**config.mk**
```make
export PLATFORM = sky130hd
export DESIGN_NAME = nsa_responder
export DESIGN_NICKNAME = d
export VERILOG_FILES = /design/src/pkg/nsa_pkg.sv /design/src/logic/nsa_csum.sv /design/src/logic/nsa_responder.sv
export SDC_FILE = /design/constraint.sdc
export NUM_CORES = 2
export LEC_CHECK = 0
export BUFFER_PORTS_ARGS = -buffer_cell sky130_fd_sc_hd__buf_2
export CELL_PAD_IN_SITES_DETAIL_PLACEMENT = 2
export CELL_PAD_IN_SITES_GLOBAL_PLACEMENT = 2
export CORE_AREA = 2 2 719 721
export DETAILED_ROUTE_END_ITERATION = 16
export DIE_AREA = 0 0 721 723
export PLACE_DENSITY = 0.49
export SYNTH_ARGS = -nofsm -noshare
export SYNTH_HDL_FRONTEND = slang
export SYNTH_SLANG_ARGS = --single-unit
```
**constraint.sdc**
```tcl
create_clock -name clk_in -period 9.95 [get_ports clk_in]
set_input_delay 2.985 -clock clk_in [delete_from_list [all_inputs] [get_ports clk_in]]
set_output_delay 2.985 -clock clk_in [all_outputs]
set_load 0.02 [all_outputs]
```
**src/pkg/nsa_pkg.sv**
```systemverilog
package nsa_pkg;

  localparam int unsigned NUM_ENTRIES = 2;
  localparam int unsigned MAC_W       = 48;
  localparam int unsigned IP6_W       = 128;
  localparam int unsigned IP4_W       = 32;

  // ethertypes and protocol values
  localparam logic [15:0] ETYPE_IPV6  = 16'h86DD;
  localparam logic [15:0] ETYPE_ARP   = 16'h0806;
  localparam logic [7:0]  PROTO_ICMP6 = 8'h3A;
  localparam logic [7:0]  ICMP_SOLICIT = 8'h87;
  localparam logic [7:0]  ICMP_ADVERT  = 8'h88;
  localparam logic [7:0]  ICMP_CODE0   = 8'h00;
  localparam logic [7:0]  HOP_LIMIT    = 8'hFF;
  localparam logic [15:0] ICMP_LEN     = 16'h0020;
  localparam logic [7:0]  OPT_TARGET_LL = 8'h02;
  localparam logic [7:0]  OPT_LEN_ONE   = 8'h01;

  localparam logic [15:0] ARP_HTYPE_ETH = 16'h0001;
  localparam logic [15:0] ARP_PTYPE_IP4 = 16'h0800;
  localparam logic [7:0]  ARP_HLEN      = 8'h06;
  localparam logic [7:0]  ARP_PLEN      = 8'h04;
  localparam logic [15:0] ARP_OP_REQ    = 16'h0001;
  localparam logic [15:0] ARP_OP_REPLY  = 16'h0002;

  localparam logic [127:0] ALL_NODES = 128'hFF02_0000_0000_0000_0000_0000_0000_0001;
  localparam logic [103:0] SOLNODE_PREFIX = 104'hFF02_0000_0000_0000_0000_0001_FF;
  localparam int unsigned  SOLNODE_LOW = 24;

  // reply frame layout, byte 0 in the top bits
  localparam int unsigned FRAME_BYTES  = 86;
  localparam int unsigned FRAME_BITS   = FRAME_BYTES * 8;
  localparam int unsigned ARP_BYTES    = 42;
  localparam int unsigned ARP_BITS     = ARP_BYTES * 8;
  localparam int unsigned CSUM_WORDS   = 32;
  localparam int unsigned CSUM_BITS    = CSUM_WORDS * 16;
  localparam int unsigned CSUM_FIELD_LO = 224;
  // pseudo-header length plus next header
  localparam logic [15:0] CSUM_EXTRA   = 16'h005A;
  localparam logic [6:0]  LEN_NA       = 7'h56;
  localparam logic [6:0]  LEN_ARP      = 7'h2A;

  typedef enum logic [1:0] {
    NSA_IDLE,
    NSA_CSUM,
    NSA_REQ,
    NSA_SEND
  } nsa_state_t;

endpackage

```
**src/logic/nsa_csum.sv**
```systemverilog
module nsa_csum #(
  parameter int unsigned WORDS = 32
) (
  // message words
  input  wire logic [WORDS*16-1:0] words_in,
  input  wire logic [15:0]         extra_in,
  // ones-complement checksum
  output logic      [15:0]         csum_out
);

  logic [31:0] acc;
  logic [31:0] fold;

  always_comb begin
    acc = {16'h0000, extra_in};
    for (int i = 0; i < WORDS; i++) begin
      acc = acc + {16'h0000, words_in[i*16 +: 16]};
    end
    // two folds absorb every carry
    fold = {16'h0000, acc[15:0]} + {16'h0000, acc[31:16]};
    fold = {16'h0000, fold[15:0]} + {16'h0000, fold[31:16]};
    csum_out = ~fold[15:0];
  end

endmodule

```
**src/logic/nsa_responder.sv**
```systemverilog
// How it works
// (RULE1) inspect IPv6 frames to own, multicast, broadcast
// (RULE2) destination matches dest or target registers; source compared
// (RULE3) zero source register always matches
// (RULE4) solicited-node: compare dest bits 127:104 only
// (RULE5) require next header 58, type 135 code 0
// (RULE6) reply when target matches, checksum good, no error
// (RULE7) drop frames failing discovery receive checks
// (RULE8) reply Ethernet: requester, own station, 86DD
// (RULE9) reply source: target or entry destination register
// (RULE10) reply destination: requester or all-nodes; hop 255
// (RULE11) type 136 code 0, pseudo-header checksum
// (RULE12) flags R0 O1 S conditional, target, station option
// (RULE13) solicit flag set on arrival, resume clears
// (RULE14) host clears wake flags before suspend
// (RULE15) resolution: 0806 to own or broadcast only
// (RULE16) check hardware, protocol, lengths, request opcode
// (RULE17) reply when sender and target addresses match
// (RULE18) reply Ethernet: requester, own station, 0806
// (RULE19) reply body fields swapped from request
// (RULE20) resolve flag set on request, resume clears
// (RULE21) host must clear resolve enable when normal
// (RULE22) two independent solicitation entries
// (RULE23) answering never raises a wake event
// (RULE24) hold reply until granted, never cut frame
module nsa_responder #(
  parameter int unsigned ENTRIES = nsa_pkg::NUM_ENTRIES
) (
  // clock and reset
  input  wire logic                   clk_in,
  input  wire logic                   rst_n_in,
  // control
  input  wire logic [47:0]            station_addr_in,
  input  wire logic                   solicit_offload_enable_in,
  input  wire logic                   resolve_offload_enable_in,
  input  wire logic                   advert_source_select_in,
  input  wire logic                   resume_clears_wake_flags_in,
  input  wire logic                   suspend_exit_in,
  input  wire logic                   solicit_flag_clear_in,
  input  wire logic                   resolve_flag_clear_in,
  // solicitation entries, entry 0 low
  input  wire logic [ENTRIES*128-1:0] solicit_entry_dest_addr_in,
  input  wire logic [ENTRIES*128-1:0] solicit_entry_src_addr_in,
  input  wire logic [ENTRIES*128-1:0] solicit_entry_target_a_in,
  input  wire logic [ENTRIES*128-1:0] solicit_entry_target_b_in,
  input  wire logic [31:0]            resolve_sender_proto_match_in,
  input  wire logic [31:0]            resolve_target_proto_match_in,
  // parsed receive frame, one-cycle valid
  input  wire logic                   rx_frame_valid_in,
  input  wire logic                   rx_frame_error_in,
  input  wire logic [47:0]            rx_eth_dest_in,
  input  wire logic [47:0]            rx_eth_src_in,
  input  wire logic [15:0]            rx_ethertype_in,
  input  wire logic [127:0]           rx_ip6_src_in,
  input  wire logic [127:0]           rx_ip6_dst_in,
  input  wire logic [7:0]             rx_upper_proto_in,
  input  wire logic [7:0]             rx_icmp_type_in,
  input  wire logic [7:0]             rx_icmp_code_in,
  input  wire logic                   rx_icmp_csum_ok_in,
  input  wire logic                   rx_nd_checks_ok_in,
  input  wire logic [127:0]           rx_ns_target_in,
  input  wire logic [15:0]            rx_arp_htype_in,
  input  wire logic [15:0]            rx_arp_ptype_in,
  input  wire logic [7:0]             rx_arp_hlen_in,
  input  wire logic [7:0]             rx_arp_plen_in,
  input  wire logic [15:0]            rx_arp_oper_in,
  input  wire logic [47:0]            rx_arp_sha_in,
  input  wire logic [31:0]            rx_resolve_sender_proto_match_in,
  input  wire logic [31:0]            rx_resolve_target_proto_match_in,
  // transmit client
  input  wire logic                   tx_grant_in,
  input  wire logic                   tx_ready_in,
  output logic                        tx_req_out,
  output logic                        tx_valid_out,
  output logic [7:0]                  tx_data_out,
  output logic                        tx_last_out,
  // status
  output logic                        solicit_received_flag_out,
  output logic                        resolve_received_flag_out,
  output logic                        busy_out
);

  localparam int unsigned FB = nsa_pkg::FRAME_BITS;

  function automatic logic [7:0] byte_at(input logic [FB-1:0] buf_v, input logic [6:0] idx);
    byte_at = buf_v[(FB - 8 - 8 * int'(idx)) +: 8];
  endfunction

  // receive classification
  logic eth_multi;
  logic eth_bcast;
  logic eth_own;
  logic solnode;
  logic [ENTRIES-1:0] ent_addr_ok;
  logic [ENTRIES-1:0] ent_tgt_ok;

  assign eth_bcast = (rx_eth_dest_in == 48'hFFFF_FFFF_FFFF);
  assign eth_multi = rx_eth_dest_in[40];
  assign eth_own   = (rx_eth_dest_in == station_addr_in);
  assign solnode   = (rx_ip6_dst_in[127:24] == nsa_pkg::SOLNODE_PREFIX); // RULE4

  for (genvar e = 0; e < ENTRIES; e++) begin : g_ent // RULE22
    logic [127:0] d;
    logic [127:0] s;
    logic [127:0] ta;
    logic [127:0] tb;
    logic         dst_ok;
    logic         src_ok;
    assign d  = solicit_entry_dest_addr_in[e*128 +: 128];
    assign s  = solicit_entry_src_addr_in[e*128 +: 128];
    assign ta = solicit_entry_target_a_in[e*128 +: 128];
    assign tb = solicit_entry_target_b_in[e*128 +: 128];
    assign dst_ok = (solnode ? (d[127:104] == rx_ip6_dst_in[23:0]) // RULE4
                             : (rx_ip6_dst_in == d))
                    || rx_ip6_dst_in == ta || rx_ip6_dst_in == tb; // RULE2
    assign src_ok = (s == 128'h0) || (s == rx_ip6_src_in); // RULE2 RULE3
    assign ent_addr_ok[e] = dst_ok && src_ok;
    assign ent_tgt_ok[e]  = ent_addr_ok[e]
                            && (rx_ns_target_in == ta || rx_ns_target_in == tb); // RULE6
  end

  logic ns_seen;
  logic ns_reply;
  logic arp_seen;
  logic arp_reply;
  logic [127:0] sel_dest;

  always_comb begin
    sel_dest = solicit_entry_dest_addr_in[127:0];
    for (int e = ENTRIES - 1; e >= 0; e--) begin
      if (ent_tgt_ok[e]) begin
        sel_dest = solicit_entry_dest_addr_in[e*128 +: 128];
      end
    end
  end

  assign ns_seen = rx_frame_valid_in && solicit_offload_enable_in
                   && (eth_own || eth_multi || eth_bcast) // RULE1
                   && rx_ethertype_in == nsa_pkg::ETYPE_IPV6
                   && (|ent_addr_ok)
                   && rx_upper_proto_in == nsa_pkg::PROTO_ICMP6 // RULE5
                   && rx_icmp_type_in == nsa_pkg::ICMP_SOLICIT
                   && rx_icmp_code_in == nsa_pkg::ICMP_CODE0;
  assign ns_reply = ns_seen && (|ent_tgt_ok) && rx_icmp_csum_ok_in // RULE6
                    && !rx_frame_error_in && rx_nd_checks_ok_in; // RULE7

  assign arp_seen = rx_frame_valid_in && resolve_offload_enable_in
                    && rx_ethertype_in == nsa_pkg::ETYPE_ARP
                    && (eth_own || eth_bcast) // RULE15
                    && rx_arp_htype_in == nsa_pkg::ARP_HTYPE_ETH // RULE16
                    && rx_arp_ptype_in == nsa_pkg::ARP_PTYPE_IP4
                    && rx_arp_hlen_in == nsa_pkg::ARP_HLEN
                    && rx_arp_plen_in == nsa_pkg::ARP_PLEN
                    && rx_arp_oper_in == nsa_pkg::ARP_OP_REQ;
  assign arp_reply = arp_seen && !rx_frame_error_in
                     && rx_resolve_sender_proto_match_in == resolve_sender_proto_match_in // RULE17
                     && rx_resolve_target_proto_match_in == resolve_target_proto_match_in;

  // reply frame images
  logic [127:0] na_src;
  logic [127:0] na_dst;
  logic         solicited;
  logic [FB-1:0] na_img;
  logic [FB-1:0] arp_img;

  assign na_src    = advert_source_select_in ? sel_dest : rx_ns_target_in; // RULE9
  assign na_dst    = (rx_ip6_src_in == 128'h0) ? nsa_pkg::ALL_NODES : rx_ip6_src_in; // RULE10
  assign solicited = (na_dst != nsa_pkg::ALL_NODES); // RULE12

  assign na_img = {rx_eth_src_in, station_addr_in, nsa_pkg::ETYPE_IPV6, // RULE8
                   4'h6, 8'h00, 20'h00000, nsa_pkg::ICMP_LEN,
                   nsa_pkg::PROTO_ICMP6, nsa_pkg::HOP_LIMIT, na_src, na_dst, // RULE10
                   nsa_pkg::ICMP_ADVERT, nsa_pkg::ICMP_CODE0, 16'h0000, // RULE11
                   1'b0, solicited, 1'b1, 29'h00000000, rx_ns_target_in, // RULE12
                   nsa_pkg::OPT_TARGET_LL, nsa_pkg::OPT_LEN_ONE, station_addr_in};

  // shorter reply sits left-aligned, tail never sent
  assign arp_img = {rx_eth_src_in, station_addr_in, nsa_pkg::ETYPE_ARP, // RULE18
                    nsa_pkg::ARP_HTYPE_ETH, nsa_pkg::ARP_PTYPE_IP4, // RULE19
                    nsa_pkg::ARP_HLEN, nsa_pkg::ARP_PLEN, nsa_pkg::ARP_OP_REPLY,
                    station_addr_in, rx_resolve_target_proto_match_in, rx_arp_sha_in, rx_resolve_sender_proto_match_in,
                    {(FB - nsa_pkg::ARP_BITS){1'b0}}};

  logic [FB-1:0] frame_buf;
  logic [15:0] csum;

  nsa_csum #(
    .WORDS (nsa_pkg::CSUM_WORDS)
  ) u_csum (
    .words_in (frame_buf[nsa_pkg::CSUM_BITS-1:0]),
    .extra_in (nsa_pkg::CSUM_EXTRA),
    .csum_out (csum)
  );

  // reply sequencer
  nsa_pkg::nsa_state_t state;
  nsa_pkg::nsa_state_t next_state;
  logic [FB-1:0] next_frame_buf;
  logic [6:0]    frame_len;
  logic [6:0]    next_frame_len;
  logic [6:0]    idx;
  logic [6:0]    next_idx;
  logic          next_tx_req;
  logic          next_tx_valid;
  logic [7:0]    next_tx_data;
  logic          next_tx_last;

  // replies arriving while one is pending are dropped, no queue
  always_comb begin
    next_state     = state;
    next_frame_buf = frame_buf;
    next_frame_len = frame_len;
    next_idx       = idx;
    next_tx_req    = tx_req_out;
    next_tx_valid  = tx_valid_out;
    next_tx_data   = tx_data_out;
    next_tx_last   = tx_last_out;
    case (state)
      nsa_pkg::NSA_IDLE: begin
        if (ns_reply) begin
          next_frame_buf = na_img;
          next_frame_len = nsa_pkg::LEN_NA;
          next_state     = nsa_pkg::NSA_CSUM;
        end else if (arp_reply) begin
          next_frame_buf = arp_img;
          next_frame_len = nsa_pkg::LEN_ARP;
          next_state     = nsa_pkg::NSA_REQ;
          next_tx_req    = 1'b1;
        end
      end
      nsa_pkg::NSA_CSUM: begin
        next_frame_buf[nsa_pkg::CSUM_FIELD_LO +: 16] = csum; // RULE11
        next_state  = nsa_pkg::NSA_REQ;
        next_tx_req = 1'b1;
      end
      nsa_pkg::NSA_REQ: begin
        if (tx_grant_in) begin // RULE24
          next_state    = nsa_pkg::NSA_SEND;
          next_tx_valid = 1'b1;
          next_tx_data  = byte_at(frame_buf, 7'h00);
          next_tx_last  = 1'b0;
          next_idx      = 7'h01;
        end
      end
      nsa_pkg::NSA_SEND: begin
        if (tx_ready_in) begin
          if (tx_last_out) begin
            next_state    = nsa_pkg::NSA_IDLE;
            next_tx_valid = 1'b0;
            next_tx_last  = 1'b0;
            next_tx_req   = 1'b0; // RULE24
          end else begin
            next_tx_data = byte_at(frame_buf, idx);
            next_tx_last = (idx == frame_len - 7'h01);
            next_idx     = idx + 7'h01;
          end
        end
      end
      default: begin
        next_state    = nsa_pkg::NSA_IDLE;
        next_tx_req   = 1'b0;
        next_tx_valid = 1'b0;
        next_tx_last  = 1'b0;
      end
    endcase
  end

  always_ff @(posedge clk_in or negedge rst_n_in) begin
    if (!rst_n_in) begin
      state        <= nsa_pkg::NSA_IDLE;
      frame_buf    <= '0;
      frame_len    <= 7'h00;
      idx          <= 7'h00;
      tx_req_out   <= 1'b0;
      tx_valid_out <= 1'b0;
      tx_data_out  <= 8'h00;
      tx_last_out  <= 1'b0;
    end else begin
      state        <= next_state;
      frame_buf    <= next_frame_buf;
      frame_len    <= next_frame_len;
      idx          <= next_idx;
      tx_req_out   <= next_tx_req;
      tx_valid_out <= next_tx_valid;
      tx_data_out  <= next_tx_data;
      tx_last_out  <= next_tx_last;
    end
  end

  // status flags
  // no wake output exists; flags only record arrivals
  logic next_sol_flag;
  logic next_res_flag;
  logic next_busy;
  logic flag_clear_resume;

  always_comb begin
    flag_clear_resume = suspend_exit_in && resume_clears_wake_flags_in;
    // a new arrival beats a same-cycle clear
    next_sol_flag = ns_seen // RULE13 RULE23
                    || (solicit_received_flag_out
                        && !solicit_flag_clear_in && !flag_clear_resume);
    next_res_flag = arp_seen // RULE20
                    || (resolve_received_flag_out
                        && !resolve_flag_clear_in && !flag_clear_resume);
    next_busy     = (next_state != nsa_pkg::NSA_IDLE);
  end

  always_ff @(posedge clk_in or negedge rst_n_in) begin
    if (!rst_n_in) begin
      solicit_received_flag_out <= 1'b0;
      resolve_received_flag_out <= 1'b0;
      busy_out                  <= 1'b0;
    end else begin
      solicit_received_flag_out <= next_sol_flag;
      resolve_received_flag_out <= next_res_flag;
      busy_out                  <= next_busy;
    end
  end

endmodule

```
Yosys cells after proc, flatten, opt, wreduce, memory -nomap -nowiden
Index checks and enable logic that the tools add are counted.
{"block": "classes", "bitwise": 1, "mux": 36, "eq_ne": 40, "n_addsub": 37, "shifts": 1, "reduce_logical": 66}
{"op": "128-bit == test", "count": 12}
{"op": "688-bit two-way mux", "count": 2}
{"op": "32-bit by 16-bit adder with 32-bit output", "count": 31}
{"op": "688-bit by 33-bit variable part select with 8-bit output", "count": 1}
{"op": "128-bit two-way mux", "count": 4}
{"op": "128-bit logical NOT", "count": 3}
{"op": "128-bit inequality test, second input constant", "count": 1}
{"op": "104-bit == test, second input constant", "count": 1}
{"op": "32-bit == test", "count": 2}
{"op": "24-bit == test", "count": 2}
{"op": "48-bit == test", "count": 1}
{"op": "48-bit == test, second input constant", "count": 1}
{"op": "7-bit two-way mux", "count": 5}
{"op": "16-bit by 1-bit == test with 1-bit output, second input constant", "count": 2}
{"op": "16-bit by 12-bit == test with 1-bit output, second input constant", "count": 2}
{"op": "16-bit case mux with 2 select lines", "count": 1}
{"op": "1-bit logical AND", "count": 31}
{"op": "8-bit two-way mux", "count": 3}
{"op": "16-bit by 16-bit adder with 17-bit output", "count": 1}
{"op": "7-bit by 16-bit adder with 17-bit output, first input constant", "count": 1}
{"op": "16-bit adder", "count": 1}
{"op": "16-bit == test, second input constant", "count": 1}
{"op": "8-bit by 3-bit == test with 1-bit output, second input constant", "count": 2}
{"op": "16-bit inverter", "count": 1}
{"op": "other kinds (28)", "count": 69}
{"block": "word_totals", "register_bits": 718, "inputBits": 1847, "wordCells": 193}

Longest topological paths before layout
{"block": "depth", "word_depth": 36, "mapped_depth": 45, "depth_no_buf": 45}

By module
Synthesis repeated with hierarchy kept, for this count alone.
{"block": "hier_totals", "cells_unflattened": 7597, "area_unflattened_um2": 67828.8}
{"module": "nsa_responder", "seq_area_each_um2": 14288.7, "n_inst": 1, "area_per_inst_um2": 53323.6, "cells_each": 6127}
{"module": "nsa_csum", "seq_area_each_um2": 0.0, "n_inst": 1, "area_per_inst_um2": 14505.2, "cells_each": 1470}

Worst setup path before layout
No wires, ideal clock.
{"block": "synth_path", "path_type": "register to register", "start": "register frame_buf[1]", "end": "register frame_buf[238]", "path_slack_ns": -0.353, "arrival_time_ns": 10.165, "setup_ns": 0.138, "path_stages_with_launch": 45, "cell_sequence": "dfrtp_1 > ha_1 > o31a_1 > o21a_1 > nand2_1 > xnor2_1 > fa_1 > inv_1 > fa_1 > fa_1 > fa_1 > fa_1 > fa_1 > inv_1 > fa_1 > fa_1 > ha_1 > a21oi_1 > [9 not listed] > ha_1 > o21ai_0 > o21bai_1 > a21oi_1 > nor2_1 > nand4b_1 > inv_1 > nand2_1 > nor2_1 > ha_1 > ha_1 > nand4_1 > or3_1 > or4_1 > nand2b_1 > nor4_1 > xnor2_1 > o22ai_1"}
{"block": "synth_via", "elab_chain_len": 36}
{"item": "start, declared", "line": "nsa_responder.sv:184", "rtl": "logic [FB-1:0] frame_buf;"}
{"item": "start signal, assigned", "line": "nsa_responder.sv:280", "rtl": "frame_buf <= next_frame_buf;"}
{"item": "7-bit by 16-bit adder with 17-bit output", "line": "nsa_csum.sv:17", "rtl": "acc = acc + {16'h0000, words_in[i*16 +: 16]};"}
{"item": "32-bit by 16-bit adder with 32-bit output (31 in a row)", "line": "nsa_csum.sv:17"}
{"item": "16-bit by 16-bit adder with 17-bit output", "line": "nsa_csum.sv:20", "rtl": "fold = {16'h0000, acc[15:0]} + {16'h0000, acc[31:16]};"}
{"item": "16-bit adder", "line": "nsa_csum.sv:21", "rtl": "fold = {16'h0000, fold[15:0]} + {16'h0000, fold[31:16]};"}
{"item": "16-bit inverter", "line": "nsa_csum.sv:22", "rtl": "csum_out = ~fold[15:0];"}
{"item": "16-bit case mux with 2 select lines", "line": "nsa_responder.sv:218", "rtl": "case (state)"}
No other way between the ends.
A chain may end at the register's enable or synchronous reset.

Worst setup path after layout
{"block": "layout_path", "start": "register frame_buf[2]", "end": "register frame_buf[238]"}
The elaborated chain is that of the path after synthesis.

==> impl_summary.log <==
[metrics] Chip Height: 723 um
[metrics] leakage power: between 30 and 40 nW
[metrics] count of flip-flops with a built-in enable after synthesis: 0
[metrics] timing-limited maximum frequency: approximately 0.095 GHz
[metrics] MaxCap Viol Count: 0
[metrics] share of the clock period used by the worst path: 106%
[metrics] combinational family with the most area after synthesis: XOR/XNOR gates
[metrics] summed area of non-filler cells in the final layout: about 90000 um2
[metrics] transition time at the pin with the least slew margin: about 1.5 ns
[metrics] warnings from Yosys: 0
[metrics] count of buffers inserted at the top-level ports: approximately 1900
[metrics] post-synthesis cell count: between 7000 and 8000
[metrics] clock share of power: approximately 37%
[metrics] CTS tree: built
[metrics] mean instance size in the synthesized netlist: between 8 and 9 um2
[metrics] layout overhead on the synthesized area: 38.0%
[metrics] area share of and/or/nand/nor cells after synthesis: 18.3%
[metrics] cell area after synthesis: 64900 um2
[metrics] placer congestion estimate: ~1.1
[metrics] initial drt markers: 11600
[metrics] Initial Util: between 10% and 20%
[metrics] largest net degree at the start of global routing: roughly 150
[metrics] Worst EP required: 10.53 ns
[metrics] estimated wirelength of the detail-placed design: about 740 mm
[metrics] number of nets in the finished design: 11600
[metrics] Compound-Gate Fraction of Synth Area: just under 7%
[metrics] placed instance area: between 80000 and 90000 um2
[metrics] global route overflow: 0
[metrics] per-cell routed wire length: 52.6 um
[metrics] net switching fraction of the power: 42.8%
[metrics] Async S/R FF share, synth: 100%
[metrics] Bufs and invs on worst path: 3
[metrics] internal power: just under 5 mW
[metrics] sequential cell area fraction in the yosys report: about 22%
[metrics] final count of pins violating max slew: 0
[metrics] top_reg_cell synth: dfrtp_1
[metrics] number of antenna violations at the first check in global routing: ~600
[metrics] final count of hold timing violations: 0
[metrics] Seq pwr share: a little over a quarter
[metrics] Critical R2R Launch: frame_buf[2]$_DFFE_PN0P_
[metrics] Clk Tree Root Cell: clkbuf_16
[metrics] cell depth of the worst setup path: 44
[metrics] antenna-violating nets left: 0
[metrics] Chip Width: 721 um
[metrics] routing usage on met3: around 14%
[metrics] fillcell total: 59900
[metrics] number of vias in the routed layout: between 80000 and 90000
[metrics] Total Routed Length: ~870 mm
[metrics] number of global-route vias before repair: 77400
[metrics] net switching power of the design: 3.70 mW
[metrics] first-pass GRT wire length: 1030 mm
[metrics] Row Count: around 260
[metrics] clock transition at the register clock pins on the worst setup and hold paths after CTS: about 0.070 ns
[metrics] Combinational Power Share: between 30% and 40%
[metrics] met2 layer usage reported by global route: 44.6%
[metrics] startpoint types: flop
[metrics] areal power density over the cells: approximately 97 nW/um2
[metrics] synthesized flop and latch total: approximately 570
[metrics] startpoint of the lowest-slack hold path: frame_buf[669]$_DFFE_PN0P_
[metrics] data arrival time of the critical path: about 11 ns
[metrics] multiplexer share of the synthesized area: 9.04%
[metrics] Setup Crit Path Kind: flop to flop
[metrics] Hold Path Depth: 1
[metrics] worst reg2reg path depth: 44
[metrics] setup slack after placement: -0.766 ns
[metrics] net count after synthesis: 9598
[metrics] GRT Total Usage: a little under a third
[metrics] largest fanout on the critical path: 4
[metrics] number of sinks driven by the clock tree: around 570
[metrics] worst slack on hold paths: about 0.48 ns
[metrics] least setup slack across all paths after layout: -0.573 ns
[metrics] Worst path most repeated cell: fa_1
[metrics] gr busiest metal: met2
[metrics] register cell area after layout: ~14000 um2
[metrics] Hold Path End: frame_buf[669]$_DFFE_PN0P_
[metrics] buffer levels on the longest clock path: 3
[metrics] average vias per placed instance: roughly 4.9
[metrics] DRC: 0
[metrics] leading cell type in the layout, fill and taps excluded: buf_2
[metrics] biggest cell delay along the critical path: ~0.56 ns
[metrics] I/O pin count: between 1500 and 2000
[metrics] core footprint: slightly above 500000 um2
[metrics] shortest clock period the worst path allows after layout: 10.52 ns
[metrics] critical-path cell with the highest stage delay: fa_2
[metrics] post-synthesis cell type count: 83
[metrics] endpoint class of the critical path: flop
[metrics] setup repair after global routing missed its margin: yes
[metrics] worst setup slack for register-to-register paths: -0.57 ns
[metrics] final setup fails: 9
[metrics] relative max-transition margin: about 3.2%
[metrics] insertion delay to the later sink of the worst-skew pair: between 0.7 and 0.8 ns
[metrics] post-synthesis xor/xnor area fraction: between 20 and 25%
[metrics] adder-cell share of the synthesized area: between 10% and 20%
[metrics] Die Footprint: about 520000 um2
[metrics] violated checks: negative setup slack
[metrics] Detailed Routing Iterations Pass 1: 8
[metrics] Max VDD drop: 0.101 mV
[metrics] met1 Resource Use GR: a little over two fifths
[metrics] Clock H-tree levels: 3
[metrics] Setup Skew: between 0.04 and 0.05 ns
[metrics] most frequent cells in the layout: 1858 x buf_2, 1027 x xnor2_1, 686 x nand2_1
[metrics] share of final-layout standard cells stronger than drive strength 1: 31.4%
[metrics] endpoint of the most critical register-to-register path: frame_buf[238]$_DFFE_PN0P_
[metrics] result of the run: complete, but fails checks
[metrics] Crit path max-delay family: adder cells
[metrics] worst min-delay path category: flop to flop
[metrics] Num CTS Buffers: 82
[metrics] total area of multi-input combinational cells: roughly 46000 um2
[layout make-up]
class	instances	area share, %
antenna	347	0.969
timing repair buffer	2487	16.1
clock buffer	113	2.67
multi-input combinational	5508	51.8
inverter	635	2.66
clock inverter	29	0.457
sequential	571	16.0
tap	6783	9.47
[worst max-delay path by stage]
stage	startpoint	to	slack [ns]
floorplan	frame_buf[1]$_DFFE_PN0P_	frame_buf[238]$_DFFE_PN0P_	-0.04
global placement	frame_buf[2]$_DFFE_PN0P_	frame_buf[238]$_DFFE_PN0P_	-0.80
detailed placement	frame_buf[2]$_DFFE_PN0P_	frame_buf[238]$_DFFE_PN0P_	-0.77
CTS	frame_buf[2]$_DFFE_PN0P_	frame_buf[239]$_DFFE_PN0P_	-0.48
global route	frame_buf[2]$_DFFE_PN0P_	frame_buf[239]$_DFFE_PN0P_	-1.00
finish	frame_buf[2]$_DFFE_PN0P_	frame_buf[238]$_DFFE_PN0P_	-0.57
[worst reg2reg max path: cells and delay by family (launching register included)]
| kind | cells | cell delay [ns] |
|---|---|---|
| AND/OR/NAND/NOR | 11 | 1.89 |
| XOR/XNOR | 3 | 0.33 |
| AO/OA/AOI/OAI | 14 | 2.46 |
| flip-flops | 1 | 0.42 |
| adder cells (fa/ha/maj) | 13 | 5.08 |
| buffers and inverters | 3 | 0.20 |
[sequential cells by signal (all words and copies together) (netlist names)]
signal,count
busy_out,1
frame_buf,548
idx,7
resolve_received_flag_out,1
solicit_received_flag_out,1
state,2
tx_data_out,8
tx_last_out,1
tx_req_out,1
tx_valid_out,1
[logic make-up (layout without fill, tap and decap cells)]
group / after synthesis / count (layout)
buffers and inverters: 1184 / 3264
adders and majority gates: 488 / 488
muxes: 398 / 398
DFF: 571 / 571
other: 0 / 347
and+or+nand+nor: 2351 / 2351
AOI/OAI and AO/OA: 618 / 618
xor gates and xnor gates: 1653 / 1653
[per-stage QoR]
stage	total power, mW	util [%]	setup TNS (ns)	cells
detailed placement	5.25	16.6	-4.72	16000
CTS	8.53	17.2	-2.77	16100
floorplan	3.18	-	-0.0410	7263
finish	8.66	17.4	-3.18	16500
global placement	5.26	16.6	-5.12	16000
global route	8.69	17.3	-7.39	16200
[synthesized netlist by cell type (all sizes together) (155+ instances only)]
master,count,area share (%)
nand2,690,4.0
nand3,515,4.0
buf,155,1.3
fa,417,13
xnor2,1034,14
nand4,359,3.5
nor2,211,1.2
dfrtp,571,22
inv,634,3.7
nor4,376,3.6
xor2,619,8.3
clkbuf,394,2.3
[repair_timing]
action / CTS / global route
gates resized for setup: 36 / 20
hold buffers: 0 / 0
endpoints found under the hold margin: 0 / 0
pin swaps: 15 / 9
buffers inserted: 19 / 6
endpoints found under the setup margin: 11 / 14
[power by group through the flow]
stage / clock network (mW) / registers, mW / logic, mW
floorplan: 0 / 2.37 / 0.813
global placement: 0 / 2.37 / 2.89
detailed placement: 0 / 2.37 / 2.88
CTS: 3.30 / 2.33 / 2.89
global route: 3.37 / 2.33 / 2.99
finish: 3.22 / 2.33 / 3.11
[layer usage]
metal,wire length (um),up-vias
met2,344000,6891
li1,-,29300
met1,373000,42800
met3,103000,1869
met5,2130,-
met4,44000,248
Note: power is estimated with default switching activity, not from simulation.
